<file path="src/nvsq_pkg.sv">
// Package with the constants of the nonvolatile command sequencer
package nvsq_pkg;
   // Clock
   localparam int CLK_PERIOD_PS = 8000;

   // Times as printed, and cycle counts rounded up as least waits
   localparam int ACCESS_NS          = 25;
   localparam int GAP_NS             = 10;
   localparam int POST_BUSY_DELAY_NS = 20;
   localparam int SAVE_START_NS      = 100;
   localparam int HW_PULSE_NS        = 50;
   localparam int RECALL_DURATION_NS = 200000;
   localparam int ACCESS_CYC     = (ACCESS_NS * 1000 + CLK_PERIOD_PS - 1) / CLK_PERIOD_PS;
   localparam int GAP_CYC        = (GAP_NS * 1000 + CLK_PERIOD_PS - 1) / CLK_PERIOD_PS;
   localparam int POST_BUSY_CYC  = (POST_BUSY_DELAY_NS * 1000 + CLK_PERIOD_PS - 1)
                                   / CLK_PERIOD_PS;
   localparam int SAVE_START_CYC = (SAVE_START_NS * 1000 + CLK_PERIOD_PS - 1) / CLK_PERIOD_PS;
   localparam int HW_PULSE_CYC   = (HW_PULSE_NS * 1000 + CLK_PERIOD_PS - 1) / CLK_PERIOD_PS;
   localparam int RECALL_CYC     = (RECALL_DURATION_NS * 1000 + CLK_PERIOD_PS - 1)
                                   / CLK_PERIOD_PS;

   // Widths
   localparam int TIMER_W = 24;
   localparam int ADDR_W  = 18;
   localparam int DATA_W  = 16;

   // Request operation codes on the command port
   localparam logic [2:0] OP_READ    = 3'h0;
   localparam logic [2:0] OP_WRITE   = 3'h1;
   localparam logic [2:0] OP_RECALL  = 3'h2;
   localparam logic [2:0] OP_SAVE    = 3'h3;
   localparam logic [2:0] OP_PF_OFF  = 3'h4;
   localparam logic [2:0] OP_PF_ON   = 3'h5;
   localparam logic [2:0] OP_HW_SAVE = 3'h6;

   // Sequence addresses
   localparam logic [15:0] SEQ_ADDR_0     = 16'h4E38;
   localparam logic [15:0] SEQ_ADDR_1     = 16'hB1C7;
   localparam logic [15:0] SEQ_ADDR_2     = 16'h83E0;
   localparam logic [15:0] SEQ_ADDR_3     = 16'h7C1F;
   localparam logic [15:0] SEQ_ADDR_4     = 16'h703F;
   localparam logic [15:0] SEQ_ADDR_RECALL = 16'h4C63;
   localparam logic [15:0] SEQ_ADDR_SAVE   = 16'h8FC0;
   localparam logic [15:0] SEQ_ADDR_PF_OFF = 16'h8B45;
   localparam logic [15:0] SEQ_ADDR_PF_ON  = 16'h4B46;
   localparam logic [2:0]  SEQ_LAST_STEP   = 3'h5;

   // Address of one sequence step for one command
   function automatic logic [15:0] nvsq_seq_addr(input logic [2:0] step, input logic [2:0] op);
      logic [15:0] a;
      a = SEQ_ADDR_0;
      case (step)
         3'h0: a = SEQ_ADDR_0;
         3'h1: a = SEQ_ADDR_1;
         3'h2: a = SEQ_ADDR_2;
         3'h3: a = SEQ_ADDR_3;
         3'h4: a = SEQ_ADDR_4;
         default: begin
            case (op)
               OP_RECALL: a = SEQ_ADDR_RECALL;
               OP_PF_OFF: a = SEQ_ADDR_PF_OFF;
               OP_PF_ON:  a = SEQ_ADDR_PF_ON;
               default:   a = SEQ_ADDR_SAVE;
            endcase
         end
      endcase
      return a;
   endfunction : nvsq_seq_addr

   // True for operations carried out by a six-read sequence
   function automatic logic nvsq_is_seq(input logic [2:0] op);
      return (op == OP_RECALL) || (op == OP_SAVE) || (op == OP_PF_OFF) || (op == OP_PF_ON);
   endfunction : nvsq_is_seq
endpackage : nvsq_pkg

</file>
<file path="src/nvsq_timer.sv">
// Down-counting wait timer for the sequencer
`timescale 1ns/1ps
module nvsq_timer #(
   parameter int W = 24
) (
   input  wire logic         clk_i,
   input  wire logic         rst_b_i,
   input  wire logic         load_i,
   input  wire logic [W-1:0] value_i,
   output logic              zero_o
);
   typedef struct packed {
      logic [W-1:0] count;
   } nvsq_tmr_s;

   nvsq_tmr_s st;
   nvsq_tmr_s next_st;

   // Load takes priority; otherwise count down to zero and stay
   always_comb begin
      next_st = st;
      if (load_i) begin
         next_st.count = value_i;
      end else if (st.count != '0) begin
         next_st.count = st.count - W'(1);
      end
   end

   // State register
   always_ff @(posedge clk_i) begin
      if (!rst_b_i) begin
         st <= '0;
      end else begin
         st <= next_st;
      end
   end

   assign zero_o = (st.count == '0);
endmodule : nvsq_timer

</file>
<file path="src/nvsq_host.sv">
// Host-side controller that drives the nonvolatile SRAM pins and issues command sequences
`timescale 1ns/1ps
module nvsq_host #(
   parameter int RECALL_WAIT_CYC = nvsq_pkg::RECALL_CYC,
   parameter bit SEQ_USE_OE      = 1'b0,
   parameter bit AUTO_SAVE_PF    = 1'b1
) (
   input  wire logic        CLK_I,
   input  wire logic        RST_B_I,
   input  wire logic        REQ_VALID_I,
   input  wire logic [2:0]  REQ_OP_I,
   input  wire logic [17:0] REQ_ADDR_I,
   input  wire logic [15:0] REQ_WDATA_I,
   input  wire logic [1:0]  REQ_BYTE_N_I,
   input  wire logic        LOW_SUPPLY_I,
   output logic             REQ_READY_O,
   output logic             RESP_VALID_O,
   output logic             RESP_ERR_O,
   output logic [15:0]      RESP_RDATA_O,
   output logic             BUSY_O,
   output logic [17:0]      MEM_ADDR_O,
   output logic             MEM_CE_N_O,
   output logic             MEM_OE_N_O,
   output logic             MEM_WE_N_O,
   output logic             MEM_UPPER_BYTE_SELECT_N_O,
   output logic             MEM_LOW_BYTE_SELECT_N_O,
   input  wire logic [15:0] MEM_DQ_I,
   output logic [15:0]      MEM_DQ_O,
   output logic             MEM_DQ_OE_N_O,
   input  wire logic        SAVE_BUSY_N_I,
   output logic             SAVE_BUSY_N_O,
   output logic             SAVE_BUSY_N_OE_N_O
);
   typedef enum logic [2:0] {
      ST_IDLE, ST_ACCESS, ST_GAP, ST_HW_PULSE, ST_SAVE_START, ST_RECALL, ST_WAIT_BUSY,
      ST_HOLDOFF
   } nvsq_state_e;

   typedef struct packed {
      nvsq_state_e state;
      logic [2:0]  op;
      logic [2:0]  step;
      logic        more;
      logic        resp_due;
      logic [15:0] wdata;
      logic [17:0] req_addr;
      logic [17:0] addr;
      logic        ce_n;
      logic        oe_n;
      logic        we_n;
      logic [1:0]  byte_n;
      logic        dq_oe_n;
      logic        busy_oe_n;
      logic        ready;
      logic        resp_valid;
      logic        resp_err;
      logic [15:0] rdata;
      logic        busy;
   } nvsq_host_s;

   localparam logic [23:0] T_ACCESS  = 24'(nvsq_pkg::ACCESS_CYC);
   localparam logic [23:0] T_GAP     = 24'(nvsq_pkg::GAP_CYC);
   localparam logic [23:0] T_POST    = 24'(nvsq_pkg::POST_BUSY_CYC);
   localparam logic [23:0] T_SSTART  = 24'(nvsq_pkg::SAVE_START_CYC);
   localparam logic [23:0] T_HWPULSE = 24'(nvsq_pkg::HW_PULSE_CYC);
   localparam logic [23:0] T_RECALL  = 24'(RECALL_WAIT_CYC);

   nvsq_host_s  st;
   nvsq_host_s  next_st;
   logic        tmr_load;
   logic [23:0] tmr_value;
   logic        tmr_zero;

   // Wait timer shared by every timed phase
   nvsq_timer #(
      .W (nvsq_pkg::TIMER_W)
   ) u_timer (
      .clk_i   (CLK_I),
      .rst_b_i (RST_B_I),
      .load_i  (tmr_load),
      .value_i (tmr_value),
      .zero_o  (tmr_zero)
   );

   // Puts the pins into the first half of one access of the current op and step
   function automatic nvsq_host_s start_access(input nvsq_host_s s);
      nvsq_host_s n;
      n = s;
      n.state = ST_ACCESS;
      n.ce_n  = 1'b0;
      if (nvsq_pkg::nvsq_is_seq(s.op)) begin
         n.addr   = {2'h0, nvsq_pkg::nvsq_seq_addr(s.step, s.op)};
         n.we_n   = 1'b1;
         n.oe_n   = 1'b0;
         n.byte_n = 2'h0;
      end else begin
         n.addr    = s.req_addr;
         n.we_n    = (s.op != nvsq_pkg::OP_WRITE);
         n.oe_n    = (s.op == nvsq_pkg::OP_WRITE);
         n.dq_oe_n = (s.op != nvsq_pkg::OP_WRITE);
      end
      return n;
   endfunction : start_access

   // Next-state logic of the sequencer
   always_comb begin
      next_st            = st;
      next_st.resp_valid = 1'b0;
      tmr_load           = 1'b0;
      tmr_value          = T_ACCESS;
      case (st.state)
         ST_IDLE: begin
            next_st.ready = 1'b1;
            next_st.busy  = 1'b0;
            if (!SAVE_BUSY_N_I) begin
               next_st.ready = 1'b0;
               next_st.busy  = 1'b1;
               next_st.state = ST_WAIT_BUSY;
            end else if (REQ_VALID_I && st.ready) begin
               next_st.ready    = 1'b0;
               next_st.op       = REQ_OP_I;
               next_st.req_addr = REQ_ADDR_I;
               next_st.wdata    = REQ_WDATA_I;
               next_st.byte_n   = REQ_BYTE_N_I;
               next_st.step     = 3'h0;
               next_st.resp_err = 1'b0;
               if (LOW_SUPPLY_I && (REQ_OP_I == nvsq_pkg::OP_WRITE ||
                                    REQ_OP_I == nvsq_pkg::OP_SAVE ||
                                    REQ_OP_I == nvsq_pkg::OP_HW_SAVE)) begin
                  next_st.resp_valid = 1'b1;
                  next_st.resp_err   = 1'b1;
               end else if (REQ_OP_I == nvsq_pkg::OP_HW_SAVE) begin
                  next_st.busy      = 1'b1;
                  next_st.busy_oe_n = 1'b0;
                  next_st.state     = ST_HW_PULSE;
                  tmr_load          = 1'b1;
                  tmr_value         = T_HWPULSE;
               end else if (REQ_OP_I <= nvsq_pkg::OP_PF_ON) begin
                  next_st.busy = 1'b1;
                  next_st      = start_access(next_st);
                  tmr_load     = 1'b1;
               end else begin
                  next_st.resp_valid = 1'b1;
                  next_st.resp_err   = 1'b1;
               end
            end
         end
         ST_ACCESS: begin
            if (tmr_zero) begin
               next_st.oe_n    = 1'b1;
               next_st.we_n    = 1'b1;
               next_st.dq_oe_n = 1'b1;
               // Output-enable framing keeps the chip selected between steps
               next_st.ce_n = !(SEQ_USE_OE && nvsq_pkg::nvsq_is_seq(st.op)
                                && st.step != nvsq_pkg::SEQ_LAST_STEP);
               next_st.more  = 1'b0;
               next_st.state = ST_GAP;
               tmr_load      = 1'b1;
               tmr_value     = T_GAP;
               if (st.op == nvsq_pkg::OP_READ) begin
                  next_st.rdata = MEM_DQ_I;
               end
               if (nvsq_pkg::nvsq_is_seq(st.op)) begin
                  if (st.step != nvsq_pkg::SEQ_LAST_STEP) begin
                     next_st.step = st.step + 3'h1;
                     next_st.more = 1'b1;
                  end else if (st.op == nvsq_pkg::OP_RECALL) begin
                     next_st.state = ST_RECALL;
                     tmr_value     = T_RECALL;
                  end else if (st.op == nvsq_pkg::OP_SAVE) begin
                     next_st.state = ST_SAVE_START;
                     tmr_value     = T_SSTART;
                  end else if (AUTO_SAVE_PF) begin
                     next_st.op   = nvsq_pkg::OP_SAVE;
                     next_st.step = 3'h0;
                     next_st.more = 1'b1;
                  end
               end
            end
         end
         ST_GAP: begin
            if (tmr_zero) begin
               if (st.more) begin
                  next_st  = start_access(st);
                  tmr_load = 1'b1;
               end else begin
                  next_st.resp_valid = 1'b1;
                  next_st.state      = ST_IDLE;
               end
            end
         end
         ST_HW_PULSE: begin
            if (tmr_zero) begin
               next_st.busy_oe_n = 1'b1;
               next_st.state     = ST_SAVE_START;
               tmr_load          = 1'b1;
               tmr_value         = T_SSTART;
            end
         end
         ST_SAVE_START: begin
            if (tmr_zero) begin
               next_st.resp_due = 1'b1;
               next_st.state    = ST_WAIT_BUSY;
            end
         end
         ST_RECALL: begin
            if (tmr_zero) begin
               next_st.resp_due = 1'b1;
               next_st.state    = ST_WAIT_BUSY;
            end
         end
         ST_WAIT_BUSY: begin
            if (SAVE_BUSY_N_I) begin
               next_st.state = ST_HOLDOFF;
               tmr_load      = 1'b1;
               tmr_value     = T_POST;
            end
         end
         ST_HOLDOFF: begin
            if (tmr_zero) begin
               next_st.resp_valid = st.resp_due;
               next_st.resp_due   = 1'b0;
               next_st.state      = ST_IDLE;
            end
         end
         default: begin
            next_st.state = ST_IDLE;
         end
      endcase
   end

   // State register; reset waits for the power-up recall to end
   always_ff @(posedge CLK_I) begin
      if (!RST_B_I) begin
         st           <= '0;
         st.state     <= ST_WAIT_BUSY;
         st.ce_n      <= 1'b1;
         st.oe_n      <= 1'b1;
         st.we_n      <= 1'b1;
         st.byte_n    <= 2'h3;
         st.dq_oe_n   <= 1'b1;
         st.busy_oe_n <= 1'b1;
         st.busy      <= 1'b1;
      end else begin
         st <= next_st;
      end
   end

   // Outputs straight from the state register, except the constant low busy drive
   assign REQ_READY_O               = st.ready;
   assign RESP_VALID_O              = st.resp_valid;
   assign RESP_ERR_O                = st.resp_err;
   assign RESP_RDATA_O              = st.rdata;
   assign BUSY_O                    = st.busy;
   assign MEM_ADDR_O                = st.addr;
   assign MEM_CE_N_O                = st.ce_n;
   assign MEM_OE_N_O                = st.oe_n;
   assign MEM_WE_N_O                = st.we_n;
   assign MEM_UPPER_BYTE_SELECT_N_O = st.byte_n[1];
   assign MEM_LOW_BYTE_SELECT_N_O   = st.byte_n[0];
   assign MEM_DQ_O                  = st.wdata;
   assign MEM_DQ_OE_N_O             = st.dq_oe_n;
   assign SAVE_BUSY_N_O             = 1'b0;       // Open drain: only ever pulls low
   assign SAVE_BUSY_N_OE_N_O        = st.busy_oe_n;
endmodule : nvsq_host

</file>
<file path="config.mk">
export PLATFORM = sky130hd
export DESIGN_NAME = nvsq_host
export DESIGN_NICKNAME = d
export VERILOG_FILES = /design/src/nvsq_pkg.sv /design/src/nvsq_timer.sv /design/src/nvsq_host.sv
export SDC_FILE = /design/constraint.sdc
export NUM_CORES = 1
export LEC_CHECK = 0
export BUFFER_PORTS_ARGS = -buffer_cell sky130_fd_sc_hd__buf_2
export CAP_MARGIN = 20
export CORE_MARGIN = 10
export CORE_UTILIZATION = 30
export CTS_BUF_LIST = sky130_fd_sc_hd__clkbuf_4
export CTS_CLUSTER_SIZE = 8
export DETAILED_ROUTE_END_ITERATION = 7
export GPL_TIMING_DRIVEN = 0
export PLACE_DENSITY = 0.56
export SLEW_MARGIN = 20
export SYNTH_ARGS = -nofsm -noshare
export SYNTH_HDL_FRONTEND = slang
export SYNTH_HIERARCHICAL = 1
export SYNTH_SLANG_ARGS = --single-unit
</file>
<file path="constraint.sdc">
create_clock -name CLK_I -period 3.75 [get_ports CLK_I]
set_input_delay 0.1875 -clock CLK_I [delete_from_list [all_inputs] [get_ports CLK_I]]
set_output_delay 0.1875 -clock CLK_I [all_outputs]
set_load 0.02 [all_outputs]
</file>
==> results of run 1 <==
## what timing repair did
item | in CTS | in global routing
hold endpoints to repair | 79 | 0
gates cloned | 0 | 0
gates resized for setup | 1 | 5
buffers inserted | 0 | 0
setup endpoints to repair | 2 | 4
hold buffers | 54 | 0
## cell usage after synthesis, types with 9 or more instances
cell type	n
clkbuf_1	28
a21boi_1	36
nor2_1	31
a22oi_1	10
nor2b_1	24
o21ai_0	31
dfxtp_1	114
o211ai_1	9
buf_4	53
nand3_1	12
and2_1	12
a21oi_1	22
nand2_1	118
o21ai_1	31
mux2i_1	19
buf_2	17
a31oi_1	16
nand2b_1	14
xnor2_1	19
nor3_1	16
## cell families after synthesis
family	share of synthesized area [%]
simple gates	22.7
compound gates	23.1
flops	36.7
buf+inv	10.3
xor+xnor	3.24
mux	3.24
fa+ha+maj	0.604
other cells	0.0603
## worst paths after layout
kind                          startpoint                    endpoint  slack, ns
max          u_timer/st[15]$_SDFFE_PN0P_  MEM_ADDR_O[2]$_SDFFE_PN0P_       0.40
min                          REQ_OP_I[2]         st[86]$_SDFFE_PN0P_       0.04
max reg2reg  u_timer/st[15]$_SDFFE_PN0P_  MEM_ADDR_O[2]$_SDFFE_PN0P_       0.40
min reg2reg          st[57]$_SDFFE_PN0P_         st[57]$_SDFFE_PN0P_       0.46
## routing by layer
metal | wire, um | part of all wire [%] | GRT usage [%] | up-vias
met4 | 344 | 1.7 | 4.63 | 0
met3 | 1060 | 5.4 | 3.95 | 25
li1 | - | - | - | 3018
met2 | 9710 | 49 | 24.7 | 167
met1 | 8700 | 44 | 17.8 | 2781
met5 | 0 | 0 | 0 | -
## power breakdown
part / total, mW / internal (mW) / switching [mW]
Combinational: 1.43 / 0.632 / 0.794
Clock: 1.09 / 0.536 / 0.549
Sequential: 1.49 / 1.35 / 0.146
## metrics by stage
step / cell area [sq um] / worst slack (ns) / hold slack [ns] / total power [mW]
after floorplan: 6270 / 0.820 / 0.309 / 2.56
after global placement: 7200 / -0.0556 / 0.410 / 2.86
after detailed placement: 7200 / -0.0515 / 0.414 / 2.86
after CTS: 8080 / 0.0197 / 0.00125 / 4.01
after global routing: 8100 / 0.0790 / 0.0283 / 4.29
final: 8100 / 0.403 / 0.0448 / 4.00
## registers in the layout, summed over array words and instances, names as in the netlist
signal / count
MEM_ADDR_O: 18
MEM_DQ_O: 16
MEM_OE_N_O: 1
MEM_LOW_BYTE_SELECT_N_O: 1
SAVE_BUSY_N_OE_N_O: 1
MEM_WE_N_O: 1
RESP_VALID_O: 1
st: 29
MEM_DQ_OE_N_O: 1
MEM_CE_N_O: 1
u_timer/st: 24
MEM_UPPER_BYTE_SELECT_N_O: 1
REQ_READY_O: 1
RESP_RDATA_O: 16
BUSY_O: 1
RESP_ERR_O: 1
## cell type report
cell class / count / area [sq um] / share of cell area, %
inverters: 9 / 33.8 / 0.417
clock buffers: 17 / 128 / 1.58
well taps: 270 / 338 / 4.17
plain buffers: 101 / 609 / 7.52
repair buffers: 172 / 1130 / 14.0
clock inverters: 15 / 204 / 2.52
multi-input cells: 548 / 3370 / 41.7
flip-flops and latches: 114 / 2280 / 28.2
## critical path, delay by kind of cell, from the launching register on
kind / cells / cell delay, ns
buf+inv: 2 / 0.41
compound gates: 2 / 0.57
simple gates: 6 / 1.87
flops: 1 / 0.37
==> run summary, run 1 <==
Share of the synthesized area in the top cell type = 36.7%
CTS Buffer Depth = 2
Crit Path Category = register to register
Largest net degree at the start of global routing = 17
Endpoints failing setup = 0
Drt pass-1 iters = 5
Die Width = 164 um
TNS Setup = 0 ns
Core footprint = 20300 sq um
Crit path arrival time = 3.80 ns
Final hold vios = 0
Total CTS buffers = 17
Antenna violations before repair = 0
Routed WL = 19800 um
Fin cells = 1246
Commonest cells after routing, fill and taps aside = buf_2 (135), nand2_1 (118), dfxtp_1 (114)
Max_slew headroom = 30.3%
Library cells used by synthesis = 70
P_leak = 3.41 nW
Netlist Area Pre-Place = 6210 sq um
Main synth FF type = dfxtp_1
Vias in the first global route = 5961
Initial DRC count = 346
Crit-path cells = nor4_2 > and4b_1 > nand3_2 > inv_2 > clkbuf_2 > nand3_1 > nor3_2 > a31oi_1 > a211oi_1 > nor2_1
Routed Antenna Nets = 0
Clock skew = 0.0243 ns
Cells after Synth = 757
Share of cells above drive strength 1 = 25.5%
Die Footprint = 26900 sq um
Yosys reg bits = 114
Status = completed
Mapped Avg Cell Area = 8.21 sq um
H-tree levels = 4
NumNets Final = 1026
Final period utilization = 89.3%
Detailed Place HPWL = 14400 um
Placer Congestion = 0.883
Crit path required time = 4.20 ns
EDFF count, synth = 0
Clk slew on worst S/H paths = 0.13 ns
FMAX = 299 MHz
Slowest cell delay on critical path = 0.74 ns
Max-slew violations = 0
Gr ovfl total = 0
TritonCTS Sinks = 114
Leading area contributor after synthesis = dfxtp_1
Worst VDD drop = 216 uV
Die H = 164 um
Via count = 5991
Crit path max-delay cell type = nor3_2
RSZ-0062 raised after global routing = false
CTS tree = yes
Post-layout util = 39.9%
Tmin final = 3.35 ns
GRT Util Overall = 14.7%
Startpoint Class = register
Worst-margin pin slew = 1.04 ns
Wire per inst = 15.9 um
Fill cells = 2159
Top area cells in the synthesized netlist = dfxtp_1 (37%), nand2_1 (7.1%), buf_4 (6.4%)
Num rows = 52
Placed Cells = 1160
Max Cap Viol = 0
Port-buffer cells = 118
Vias per cell = 4.81
Min-delay worst type = primary input to register
Synth Warn # = 6
Area Growth Syn to Fin = 30.3%
Crit-path max FO = 10
Initial Util = 30.6%
CP Capture Type = register
Hold Path Depth = 3
N_diodes = 0
Worst-Skew Late Latency = 0.56 ns
DRC errors left = 0
Pwr per Cell Area = 494 nW/um^2
FF-to-FF path depth = 10
Seq/Total Area, Yosys = 36.7%
First-pass GRT wire length = 31600 um
Most common cell after layout, fill and taps aside = buf_2
Num ports = 122
Clock root cell = clkbuf_4
Synth async-reset ratio = 0%
No activity file was read; power rests on OpenSTA's default activity.
==> inputs of run 2 (changes only) <==
CORE_ASPECT_RATIO = 2   (was unset)
==> run 2 against run 1 <==
Clock power about the same. Worst setup slack got worse by 0.11 ns. Non-clock buffer count stayed put. Hold slack improved by 0.0085 ns. Routed wire length rose by 12%. Sequential power barely moved. Utilization fell by 0.14 points. Largest cell class unchanged.
==> run summary, run 2 (synthesis gave the netlist of run 1 again) <==
RSZ-0062 raised after global routing = false
Reg2Reg Setup Slack = 0.30 ns
Layer with the highest usage = met2
Initial Util = 30.5%
Worst r2r src = u_timer/st[4]$_SDFFE_PN0P_
Worst-Skew Late Latency = 0.56 ns
Worst-margin pin slew = 1.05 ns
Initial DRC count = 248
Routed WL = 22100 um
Status = completed
Detailed Place HPWL = 16800 um
Min-delay worst type = primary input to register
Max Cap Viol = 0
Clk slew on worst S/H paths = 0.12 ns
Worst VDD drop = 232 uV
Share of cells above drive strength 1 = 25.2%
Crit path max-delay cell type = nor4_4
Largest reg by FF count = st
Endpoints failing setup = 0
NumNets Final = 1026
Vias per cell = 4.97
Design Area, Final = 8100 sq um
Antenna violations before repair = 3
Placer Congestion = 0.933
Met1 GRT Util = 14.3%
FMAX = 290 MHz
CTS tree = yes
Crit Path Category = register to register
Clock root cell = clkbuf_4
Critical path depth = 13
Crit path arrival time = 3.96 ns
GRT Util Overall = 16.2%
Die Width = 122 um
CTS Buffer Depth = 2
Crit path required time = 4.25 ns
H-tree levels = 4
Critical path origin = u_timer/st[4]$_SDFFE_PN0P_
Max_slew headroom = 29.5%
GRT met2 Usage = 31.8%
Max-slew violations = 0
TNS Setup = 0 ns
Top Family by Delay on Critical Path = buffers and inverters
TritonCTS Sinks = 114
Gr ovfl total = 0
GR Util met3 = 3.02%
Post-layout util = 39.8%
Final hold vios = 0
Crit-path cells = nor4_4 > and2_1 > nand3_2 > inv_2 > clkbuf_2 > nand2b_1 > o221ai_1 > clkbuf_1 > and2_1 > clkbuf_1 > clkbuf_2 > nand2_1 > o21ai_1
Slowest cell delay on critical path = 0.44 ns
Pwr per Cell Area = 502 nW/um^2
Drt pass-1 iters = 5
Startpoint Class = register
Crit path capture = u_timer/st[13]$_SDFFE_PN0P_
P_leak = 3.41 nW
Via count = 6174
Worst Path Buf+Inv = 5
Worst r2r dst = u_timer/st[13]$_SDFFE_PN0P_
Largest net degree at the start of global routing = 17
Vias in the first global route = 6272
Crit-path max FO = 10
CP Capture Type = register
Wire per inst = 17.8 um
First-pass GRT wire length = 34500 um
Num rows = 74
Clock skew = 0.0246 ns
Final period utilization = 92.1%
Die H = 224 um
Commonest cells after routing, fill and taps aside = buf_2 (135), nand2_1 (118), dfxtp_1 (114)
Final hold slack = 0.0534 ns
Hold path start = REQ_OP_I[1]
Routed Antenna Nets = 0
DRC errors left = 0
Die Footprint = 27200 sq um
Area Growth Syn to Fin = 30.3%
Placed instance area = 7200 sq um
Total CTS buffers = 17
FF-to-FF path depth = 13
Tmin final = 3.45 ns
Core footprint = 20400 sq um
Most common cell after layout, fill and taps aside = buf_2
Num ports = 122
Post-CTS setup buffer count = 0
Port-buffer cells = 118
Number of flip-flops under the largest register name = 29
## run 2: cell count changes in the layout (fill, tap and decap cells not counted), sizes merged
cell	before	now
clkinvlp	3	2
clkinv	3	6
bufinv	4	5
inv	14	9
diode	0	1
clkbuf	46	48
## run 2: metal layers
layer  vias up  routed length, um  share of wire (%)
met2       164              12800                 58
met4         4               1160                5.2
met1      2922               7380                 33
met5         -                 14              0.063
met3        71                742                3.4
li1       3013                  -                  -
## run 2: how the worst min path moves through the flow
stage / cells past startpoint / to
detailed placement: 3 / MEM_LOW_BYTE_SELECT_N_O$_SDFFE_PN1P_
global placement: 3 / MEM_LOW_BYTE_SELECT_N_O$_SDFFE_PN1P_
CTS: 3 / st[85]$_SDFFE_PN0P_
floorplan: 1 / u_timer/st[2]$_SDFFE_PN0P_
finish: 3 / st[85]$_SDFFE_PN0P_
global route: 3 / st[85]$_SDFFE_PN0P_
## run 2: timing repair
| action | in CTS | in global routing |
|---|---|---|
| hold buffers | 54 | 0 |
| endpoints found under the hold margin | 79 | 0 |
| gates resized for setup | 1 | 4 |
| setup endpoints to repair | 2 | 24 |
## run 2: area by class of cell
| cell class | count | area [sq um] |
|---|---|---|
| tap | 266 | 333 |
| clock buffer | 19 | 143 |
| antenna | 1 | 2.50 |
| buffer | 101 | 609 |
| multi-input combinational | 548 | 3370 |
| clock inverter | 13 | 190 |
| timing repair buffer | 172 | 1130 |
| sequential | 114 | 2280 |
| fill | 2206 | 12300 |
| inverter | 9 | 33.8 |
## run 2: power breakdown
group / total [mW] / internal, mW / switching (mW)
registers: 1.50 / 1.35 / 0.152
logic: 1.47 / 0.632 / 0.837
clock network: 1.10 / 0.599 / 0.502
## run 2: metrics by stage
stage	setup WS (ns)	total power, mW	cells
finish	0.297	4.07	1243
global route	0.0210	4.31	1243
CTS	0.0526	4.06	1242
detailed placement	-0.0781	2.91	1156
global placement	-0.102	2.90	1156
floorplan	0.820	2.56	772
## run 2: tightest hold or removal path, stage by stage
cell     delay, ns
buf_2         0.16
a21oi_1       0.17
nor3b_2       0.06
